### src/prh_pkg.sv
package prh_pkg;

    // ------------------------------------------------------------------
    // partial reload handshake states, gray along idle-prep-load-done
    // ------------------------------------------------------------------
    typedef enum logic [2:0] {
        PRH_IDLE  = 3'h0,
        PRH_PREP  = 3'h1,
        PRH_LOAD  = 3'h3,
        PRH_DONE  = 3'h2,
        PRH_FAULT = 3'h6
    } prh_state_e;

    // ------------------------------------------------------------------
    // open-drain pin carrier
    // ------------------------------------------------------------------
    typedef struct packed {
        logic o;
        logic oe;
    } prh_od_s;

    // ------------------------------------------------------------------
    // reset values
    // ------------------------------------------------------------------
    localparam prh_state_e PRH_STATE_RST   = PRH_IDLE;
    localparam logic       PRH_OD_OE_RST   = 1'b1;
    localparam logic       PRH_OD_LEVEL    = 1'b0;
    localparam logic       PRH_LINK_DONE_RST = 1'b0;
    localparam logic       PRH_XCVR_RST_RST  = 1'b1;
    localparam logic       PRH_USER_IO_RST   = 1'b0;

endpackage : prh_pkg

### src/prh_handshake.sv
`timescale 1ns/1ps
// Functional notes
// - link completion pin held low during link configuration, released when finished.
// - transceivers held in reset while fundamental reset pin low.
// - fundamental reset acts only with PCIe hard block; otherwise pin is user input.
// - request honoured only in external-host sixteen-bit fast parallel load.
// - ready pin pulled low until device can begin, then released.
// - fault pin pulled low during partial reload while no error seen.
// - fault pin released when an error is detected during reload.
// - completion pin pulled low until partial reload finished, then released.
module prh_handshake
    import prh_pkg::*;
(
    // clock and reset
    input  wire logic sys_clk_i,
    input  wire logic rstn_i,
    // configuration engine status
    input  wire logic full_config_complete_i,
    input  wire logic link_cfg_start_i,
    input  wire logic link_cfg_finished_i,
    input  wire logic ext_host_x16_mode_i,
    input  wire logic pr_engine_ready_i,
    input  wire logic pr_fault_detect_i,
    input  wire logic pr_load_finished_i,
    // transceiver reset pin and use strap
    input  wire logic transceiver_fund_reset_n_i,
    input  wire logic pcie_hard_block_used_i,
    // partial reload request pin
    input  wire logic partial_reload_request_i,
    // open-drain status pins
    output prh_od_s   link_config_complete_o,
    output prh_od_s   partial_reload_ready_o,
    output prh_od_s   partial_reload_fault_o,
    output prh_od_s   partial_reload_complete_o,
    // transceiver reset and user input
    output logic      xcvr_reset_o,
    output logic      user_io_o,
    // engine view of handshake
    output logic      full_config_seen_o,
    output prh_state_e pr_state_o
);

    // ------------------------------------------------------------------
    // declarations
    // ------------------------------------------------------------------
    prh_state_e state_q;
    prh_state_e state_d;
    logic       link_done_q;
    logic       req_honoured;

    // ------------------------------------------------------------------
    // link configuration completion
    // ------------------------------------------------------------------
    // finish wins over a start in the same cycle
    always_ff @(posedge sys_clk_i) begin
        if (!rstn_i) begin
            link_done_q <= PRH_LINK_DONE_RST;
        end else if (link_cfg_finished_i) begin
            link_done_q <= 1'b1;
        end else if (link_cfg_start_i) begin
            link_done_q <= 1'b0;
        end
    end

    // only meaningful to the host while full completion is high
    always_ff @(posedge sys_clk_i) begin
        if (!rstn_i) begin
            full_config_seen_o <= 1'b0;
        end else begin
            full_config_seen_o <= full_config_complete_i;
        end
    end

    // ------------------------------------------------------------------
    // transceiver fundamental reset
    // ------------------------------------------------------------------
    always_ff @(posedge sys_clk_i) begin
        if (!rstn_i) begin
            xcvr_reset_o <= PRH_XCVR_RST_RST;
            user_io_o    <= PRH_USER_IO_RST;
        end else begin
            xcvr_reset_o <= pcie_hard_block_used_i
                            & ~transceiver_fund_reset_n_i;
            user_io_o    <= pcie_hard_block_used_i ? 1'b0
                            : transceiver_fund_reset_n_i;
        end
    end

    // ------------------------------------------------------------------
    // partial reload handshake
    // ------------------------------------------------------------------
    assign req_honoured = partial_reload_request_i & ext_host_x16_mode_i;

    always_comb begin
        state_d = state_q;
        if (!req_honoured) begin
            state_d = PRH_IDLE;
        end else begin
            unique case (state_q)
                PRH_IDLE: begin
                    state_d = PRH_PREP;
                end
                PRH_PREP: begin
                    if (pr_engine_ready_i) begin
                        state_d = PRH_LOAD;
                    end
                end
                PRH_LOAD: begin
                    // a fault in the same cycle as the finish still reports
                    if (pr_fault_detect_i) begin
                        state_d = PRH_FAULT;
                    end else if (pr_load_finished_i) begin
                        state_d = PRH_DONE;
                    end
                end
                PRH_DONE: begin
                    state_d = PRH_DONE;
                end
                PRH_FAULT: begin
                    state_d = PRH_FAULT;
                end
                default: begin
                    state_d = PRH_IDLE;
                end
            endcase
        end
    end

    always_ff @(posedge sys_clk_i) begin
        if (!rstn_i) begin
            state_q <= PRH_STATE_RST;
        end else begin
            state_q <= state_d;
        end
    end

    always_ff @(posedge sys_clk_i) begin
        if (!rstn_i) begin
            pr_state_o <= PRH_STATE_RST;
        end else begin
            pr_state_o <= state_q;
        end
    end

    // ------------------------------------------------------------------
    // open-drain pin drivers
    // ------------------------------------------------------------------
    // one flop stage per pin keeps every pin glitch free
    prh_od_drv u_link_done (
        .sys_clk_i (sys_clk_i),
        .rstn_i    (rstn_i),
        .release_i (link_done_q),
        .pin_o     (link_config_complete_o)
    );

    prh_od_drv u_ready (
        .sys_clk_i (sys_clk_i),
        .rstn_i    (rstn_i),
        .release_i ((state_q == PRH_LOAD) || (state_q == PRH_DONE) ||
                    (state_q == PRH_FAULT)),
        .pin_o     (partial_reload_ready_o)
    );

    // held low also when idle, so a released pin always means a fault
    prh_od_drv u_fault (
        .sys_clk_i (sys_clk_i),
        .rstn_i    (rstn_i),
        .release_i (state_q == PRH_FAULT),
        .pin_o     (partial_reload_fault_o)
    );

    prh_od_drv u_complete (
        .sys_clk_i (sys_clk_i),
        .rstn_i    (rstn_i),
        .release_i (state_q == PRH_DONE),
        .pin_o     (partial_reload_complete_o)
    );
endmodule : prh_handshake

### src/prh_od_drv.sv
`timescale 1ns/1ps
module prh_od_drv
    import prh_pkg::*;
(
    // clock and reset
    input  wire logic    sys_clk_i,
    input  wire logic    rstn_i,
    // control
    input  wire logic    release_i,
    // pin
    output prh_od_s      pin_o
);

    // ------------------------------------------------------------------
    // pin register
    // ------------------------------------------------------------------
    // pin pulls low from reset so the host never sees a false high
    always_ff @(posedge sys_clk_i) begin
        if (!rstn_i) begin
            pin_o.o  <= PRH_OD_LEVEL;
            pin_o.oe <= PRH_OD_OE_RST;
        end else begin
            pin_o.o  <= PRH_OD_LEVEL;
            pin_o.oe <= ~release_i;
        end
    end

endmodule : prh_od_drv

### config.mk
export PLATFORM = sky130hd
export DESIGN_NAME = prh_handshake
export DESIGN_NICKNAME = d
export VERILOG_FILES = /design/src/prh_pkg.sv /design/src/prh_handshake.sv /design/src/prh_od_drv.sv
export SDC_FILE = /design/constraint.sdc
export NUM_CORES = 1
export LEC_CHECK = 0
export BUFFER_PORTS_ARGS = -buffer_cell sky130_fd_sc_hd__buf_2
export CORE_AREA = 2 2 39 41
export CTS_BUF_LIST = sky130_fd_sc_hd__clkbuf_8
export DETAILED_ROUTE_END_ITERATION = 10
export DIE_AREA = 0 0 41 43
export HOLD_SLACK_MARGIN = 0.08
export PLACE_DENSITY = 0.67
export SLEW_MARGIN = 0
export SYNTH_ARGS = -nofsm -noshare
export SYNTH_HDL_FRONTEND = slang
export SYNTH_HIERARCHICAL = 1
export SYNTH_SLANG_ARGS = --single-unit
export TNS_END_PERCENT = 1
### constraint.sdc
create_clock -name sys_clk_i -period 1.38 [get_ports sys_clk_i]
set_input_delay 0.138 -clock sys_clk_i [delete_from_list [all_inputs] [get_ports sys_clk_i]]
set_output_delay 0.138 -clock sys_clk_i [all_outputs]
set_load 0.1 [all_outputs]
# Word-level counts from Yosys, hierarchy flattened
# Index checks and enable logic that the tools add are counted.
totals:
  register_bits: 14
  out_inout_bits: 14
  elab_cells: 37
  input_bits: 12
classes:
  bitwise: 8
  muxes: 6
  eq_ne: 6
  reduce_logical: 7
ops:
  columns: ["operator", "n"]
  rows:
  - ["3-bit case mux with 5 select lines", 1]
  - ["3-bit 2-to-1 mux", 3]
  - ["3-bit by 2-bit == test with 1-bit output, second input constant", 2]
  - ["1-bit inverter", 6]
  - ["2-bit AND reduction", 2]
  - ["3-bit by 1-bit == test with 1-bit output, second input constant", 1]
  - ["3-bit == test, second input constant", 1]
  - ["3-bit zero test", 1]
  - ["3-bit != test, second input constant", 1]
  - ["1-bit AND", 2]
  - ["1-bit logical OR", 2]
  - ["1-bit 2-to-1 mux", 2]
  - ["2-bit != test, second input constant", 1]
  - ["2-bit nonzero test", 1]
  - ["2-bit OR reduction", 1]

# Longest topological paths before layout
# Gate-level depths: netlist of the first run.
depth:
  word_depth: 4
  depth_mapped: 2
  depth_no_buf: 2

# By module
# The synthesis of the first run kept the hierarchy.
by_module_without_submodules:
  columns: ["module", "cells_per_inst", "area_per_inst_um2", "seq_area_each_um2", "n_inst"]
  rows:
  - ["prh_handshake", 31, 344.1, 200.2, 1]
  - ["prh_od_drv", 4, 35.0, 20.0, 4]

# Worst setup path after synthesis of the first run
# Ideal clock, no wire load.
synth_timing:
  path_kind: "reg2out"
  start: "reg full_config_seen_o"
  end: "out full_config_seen_o"
  stages_incl_launch_ff: 1
  slack_ps: 333
  t_arrival_ps: 909
  path_buffers: 0
  t_required_ps: 1242
  cell_sequence: "dfxtp_1"
synth_lines:
  columns: ["item", "line", "rtl"]
  rows:
  - ["from (decl)", "prh_handshake.sv:39", "output logic full_config_seen_o,"]
  - ["from (signal assigned)", "prh_handshake.sv:70", "full_config_seen_o <= full_config_complete_i;"]
# No word-level cell between the ends.

# Worst setup path in the final report of the first run
layout_timing:
  start: "reg state_q[0]"
  end: "reg state_q[0]"
layout_via:
  elab_chain_cells: 3
  word_cells_on_any_way: 9
  classes_between: "eq/ne: 6; mux: 1; reduce/logical: 2"
layout_lines:
  columns: ["item", "line", "rtl"]
  rows:
  - ["from (decl)", "prh_handshake.sv:46", "prh_state_e state_q;"]
  - ["from (signal assigned)", "prh_handshake.sv:133", "state_q <= state_d;"]
  - ["3-bit by 2-bit == test with 1-bit output / 3-bit by 1-bit == test with 1-bit output (equally long branches)", "prh_handshake.sv:99", "unique case (state_q)"]
  - ["3-bit != test (no line) / 2-bit != test (equally long branches)", null, null]
  - ["2-bit AND reduction (no line)", null, null]
# Parallel ways exist; a longest one is shown, timed or not.
# A chain may end at the register's enable or synchronous reset.

==> results of run 1 <==
==> power by group through the flow <==
stage | combinational (mW) | clock [mW] | sequential [mW]
after floorplan | 0.0669 | 0 | 0.480
after global placement | 0.138 | 0 | 0.428
after detailed placement | 0.139 | 0 | 0.429
after CTS | 0.140 | 0.390 | 0.420
after global routing | 0.145 | 0.407 | 0.421
final | 0.139 | 0.378 | 0.420
==> metal layers <==
layer / routed length, microns / GRT usage [%] / vias up
li1: - / - / 189
met1: 329 / 9.51 / 152
met2: 360 / 13.1 / 21
met3: 93 / 3.14 / 0
met4: 0 / 8.00 / 0
met5: 0 / 0 / -
==> flip-flops by register name (all words and copies together), names as in the netlist <==
register            flops
full_config_seen_o      1
link_done_q             1
pr_state_o              3
state_q                 3
u_complete/pin_o        1
u_fault/pin_o           1
u_link_done/pin_o       1
u_ready/pin_o           1
user_io_o               1
xcvr_reset_o            1
==> placed cells by master, fill, tap and decap left out <==
cell,netlist,layout
inv_1,1,1
nor2b_1,1,1
nand3b_1,1,1
a21oi_1,2,2
and3b_2,1,1
a211oi_1,1,1
nand4_1,1,1
or3b_1,1,1
conb_1,4,4
nand2b_1,1,1
clkbuf_8,0,4
and2_1,3,3
a211oi_2,1,1
nand2_1,4,4
and2_2,1,1
o21a_1,1,1
and3_1,1,1
nand3_1,1,1
a21boi_0,1,1
buf_2,0,21
dfxtp_1,14,14
nor3b_1,1,1
o21ai_0,1,1
==> area by class of cell <==
type,count,area (sq um)
fillers,146,749
flip-flops and latches,14,280
multi-input cells,28,170
repair buffers,21,105
clock buffers,4,55.1
well taps,16,20.0
inverters,1,3.75
==> cell families after synthesis <==
kind of cell           Yosys count  share of synthesized area (%)
buffers and inverters            5                           6.98
other                            4                           3.10
DFF                             14                           57.9
AOI/OAI and AO/OA                7                           10.3
and+or+nand+nor                 17                           21.7
==> worst register-to-register path, cell delays in order, from the launching register on <==
cell,delay (ns)
dfxtp_1,0.45
or3b_1,0.39
a211oi_2,0.21
==> through the flow <==
stage	setup WS, ns	instances	hold slack (ns)	power [mW]
2_1_floorplan	0.333	47	0.207	0.547
3_3_place_gp	0.307	80	0.333	0.566
3_5_place_dp	0.279	80	0.364	0.568
4_1_cts	0.263	84	0.118	0.950
5_1_grt	0.236	84	0.113	0.973
6_report	0.258	84	0.115	0.937
==> worst paths after layout <==
check | startpoint | endpoint | slack [ns]
worst max-delay path | state_q[0] | state_q[0] | 0.26
worst min register to register | link_done_q | u_link_done/pin_o[0] | 0.37
worst min-delay path | transceiver_fund_reset_n_i | xcvr_reset_o | 0.12
worst max register to register | state_q[0] | state_q[0] | 0.26
==> results.json, run 1 <==
{
  "status": "finished, final reports clean",
  "cts_tree": "yes",
  "min_period_ns": 1.12,
  "syn-num-nets": 59,
  "antenna_found_initial": 0,
  "n_antenna_cell": 0,
  "async_flop_share_pct": 0,
  "slew_viol_final": 0,
  "worstPathArrival_ns": 1.28,
  "p_clk_share_pct": 40.3,
  "rsz0062_at_grt": "no",
  "p_int_uw": 690,
  "drc": 0,
  "finalHoldViolCount": 0,
  "cp_slowest_cell": "dfxtp_1",
  "endpoint_kind": "register",
  "cpPeakStageDelay_ns": 0.45,
  "rr_worst_depth": 2,
  "synthDistinctLibCells": 22,
  "place_congestion": 0.582,
  "clockRootBuffer": "clkbuf_8",
  "max_freq_ghz": 0.891,
  "finish.instance_area_sq_um": 634,
  "die-area_sq_um": 1760,
  "hold_path.class": "in2reg",
  "drt_first_pass_iters": 2,
  "core_sq_um": 1380,
  "p_leak_nw": 0.288,
  "rows": 14,
  "worstSetupPathType": "reg2reg",
  "ys_top_cells_by_area": "dfxtp_1, buf_4, and2_1",
  "cp_num_cells": 2,
  "synth_ff_type": "dfxtp_1",
  "hold-path-cell-count": 2,
  "start_util_pct": 35.0,
  "numCtsBuffers": 3,
  "synth_edf_count": 0,
  "routedWlPerCell_microns": 9.32,
  "viasPerCell": 4.31,
  "synth_common_cells": "dfxtp_1, buf_4, conb_1, nand2_1, and2_1",
  "synth_seq_cells": 14,
  "ys.warnings.count": 6,
  "routed_wl_microns": 783,
  "place_area_sq_um": 579,
  "start_kind": "register",
  "drv_cap": 0,
  "drt_iter0_drc": 2,
  "cp_num_buf_inv": 0,
  "yosysTopAreaCellShare_pct": 57.9,
  "io_buffers": 21,
  "fin_skew_ns": 0.000890,
  "antenna_left": 0,
  "cts_hold_buf": 0,
  "post_synth.cell_area_avg_sq_um": 10.3,
  "syn_to_final_growth_pct": 31.0,
  "grt_usage_pct": 8.99,
  "seq_power_share_pct": 44.8,
  "clkSlewWorstSetupHoldPaths_ns": 0.05,
  "grt_pass1_wl_microns": 1050,
  "die_h_microns": 43,
  "syn_area_sq_um": 484,
  "crit_required_ns": 1.54,
  "cts_setup_buffers": 0,
  "finish.net_count": 81,
  "crit_chain": "or3b_1 > a211oi_2",
  "grt_pass1_vias": 271,
  "drive_above_1_share_pct": 41.2,
  "cts_resized": 0,
  "cp_max_fo": 9,
  "period_share_pct": 81.3,
  "place_hpwl_microns": 603,
  "fp.dieW_microns": 41,
  "clock_latency_ns": 0.24,
  "synth_top_area_cell": "dfxtp_1",
  "clock_sinks": 14,
  "final.setup.tns_ns": 0,
  "ys_seq_area_share_pct": 57.9,
  "overflow": 0,
  "htreeDepth": 1,
  "power_density_nw_per_um2": 1480,
  "comb_power_share_pct": 14.9,
  "synth_cells": 47,
  "grt_start_max_net_pins": 14,
  "crit_family": "flip-flops",
  "fin_util_pct": 45.8,
  "via_count": 362,
  "ir_drop_uv": 578,
  "io_pins": 26,
  "switching_share_pct": 26.4,
  "p_sw_uw": 247,
  "clockBufferDepth": 2,
  "synth.most_common_cell": "dfxtp_1",
  "setup_viol": 0
}
(Power assumes the default switching activity.)
==> run 2: changes to the inputs <==
Settings changed: PLACE_DENSITY 0.67 to 0.7.
Clock period 1.38 ns to 0.9 ns, I/O delays scaled along.
==> run 2 against run 1 <==
  * The run now ends with setup timing left
  * Hold slack lost 0.012 ns
  * Clock skew rose by 0.0020 ns
  * Setup slack got worse by 0.27 ns
  * Final cell count up 4.8%
  * Sequential cell count did not move
  * Critical endpoint unchanged
  * Largest power group unchanged
  * Highest routed layer is now met4
==> results.json, run 2 (synthesis gave the netlist of run 1 again) <==
{
  "status": "finished with violations",
  "violations": "setup timing",
  "numCtsBuffers": 3,
  "hold-path-cell-count": 3,
  "drt_iter0_drc": 1,
  "period_share_pct": 102,
  "clock_sinks": 14,
  "place_hpwl_microns": 620,
  "rows": 14,
  "via_count": 376,
  "dp.cells": 81,
  "syn_to_final_growth_pct": 71.8,
  "htreeDepth": 1,
  "fp.dieW_microns": 41,
  "die-area_sq_um": 1760,
  "crit_required_ns": 1.06,
  "rr_endpoint": "state_q[0]",
  "viasPerCell": 4.27,
  "power_density_nw_per_um2": 1800,
  "ir_drop_uv": 1040,
  "rsz0062_at_grt": "yes",
  "drive_above_1_share_pct": 47.2,
  "clockRootBuffer": "clkbuf_8",
  "max_freq_ghz": 1.09,
  "cts_tree": "yes",
  "r2r_slack_ns": -0.01,
  "antenna_left": 0,
  "min_period_ns": 0.915,
  "top_regs": "pr_state_o: 3 flops, state_q: 3 flops",
  "grt_start_max_net_pins": 14,
  "antenna_found_initial": 0,
  "min-delay-start": "partial_reload_request_i",
  "layout_common_cells": "buf_2, dfxtp_1, buf_12",
  "io_pins": 26,
  "place_ws_ns": -0.0520,
  "slew_viol_final": 0,
  "final.setup.tns_ns": -0.0147,
  "cts_setup_buffers": 0,
  "io_buffers": 21,
  "drt_first_pass_iters": 2,
  "fillers": 118,
  "n_antenna_cell": 0,
  "grt_usage_pct": 10.7,
  "routedWlPerCell_microns": 9.56,
  "rr_worst_depth": 2,
  "fin_skew_ns": 0.00286,
  "clock_latency_ns": 0.24,
  "start_kind": "register",
  "worstPathArrival_ns": 1.08,
  "die_h_microns": 43,
  "reg2reg_from": "state_q[0]",
  "start_util_pct": 35.0,
  "finish.net_count": 85,
  "p_leak_nw": 0.365,
  "drc": 0,
  "grt_pass1_wl_microns": 1210,
  "place_congestion": 0.653,
  "fin_cells": 88,
  "finalHoldViolCount": 0,
  "setup_viol": 1,
  "clkSlewWorstSetupHoldPaths_ns": 0.05,
  "grt_pass1_vias": 306,
  "clockBufferDepth": 2,
  "final_common_cell": "buf_2",
  "min_to": "state_q[2]",
  "overflow": 0,
  "drv_cap": 0,
  "fin_ws_ns": -0.0147,
  "cp_max_fo": 2,
  "worstSetupPathType": "reg2reg",
  "routed_wl_microns": 841,
  "hold_path.class": "in2reg",
  "core_sq_um": 1380,
  "endpoint_kind": "register"
}
-- run 2: routing by layer --
layer  up-vias  track usage [%]  share of wire [%]
met3         2             3.66                 12
met1       155             11.8                 42
met2        23             15.0                 43
met5         -                0                  0
li1        196                -                  -
met4         0             10.0                2.9
-- run 2: final cells by class --
cell class / count / area (sq um) / share of cell area [%]
clock buffers: 4 / 55.1 / 6.62
inverters: 1 / 3.75 / 0.451
multi-input cells: 28 / 175 / 21.1
flip-flops and latches: 14 / 285 / 34.3
well taps: 16 / 20.0 / 2.41
repair buffers: 25 / 293 / 35.2
-- run 2: worst max-delay path by stage --
stage	from	endpoint	slack [ns]	cells after the start
2_1_floorplan	u_link_done/pin_o[0]	link_config_complete_o[0]	-0.1	0
3_3_place_gp	state_q[0]	state_q[0]	-0.03	2
3_5_place_dp	state_q[0]	state_q[0]	-0.05	2
4_1_cts	state_q[0]	state_q[0]	-0.02	2
5_1_grt	state_q[0]	state_q[0]	-0.09	2
6_report	state_q[0]	state_q[0]	-0.01	2
-- run 2: report_power, final --
part	switching, mW	internal (mW)
clock network	0.203	0.387
logic	0.182	0.0799
registers	0.0112	0.638
total	0.396	1.10
-- run 2: critical path, stage by stage (launching register included) --
cell      delay (ns)
dfxtp_2         0.32
or3b_1          0.35
a211oi_2        0.17
-- run 2: stage by stage --
step / hold WS [ns] / cell area, sq um / total power, mW / util, %
after floorplan: 0.159 / 487 / 0.840 / -
after global placement: 0.291 / 739 / 0.912 / 53.4
after detailed placement: 0.304 / 739 / 0.915 / 53.4
after CTS: 0.100 / 825 / 1.52 / 59.6
after global routing: 0.110 / 832 / 1.56 / 60.1
final: 0.103 / 832 / 1.50 / 60.1
-- run 2: what timing repair did --
| item | in CTS | in global routing |
|---|---|---|
| pin swaps | 1 | 0 |
| hold buffers | 3 | 0 |
| hold endpoints to repair | 3 | 0 |
| resized for setup | 0 | 3 |
| setup endpoints to repair | 1 | 3 |
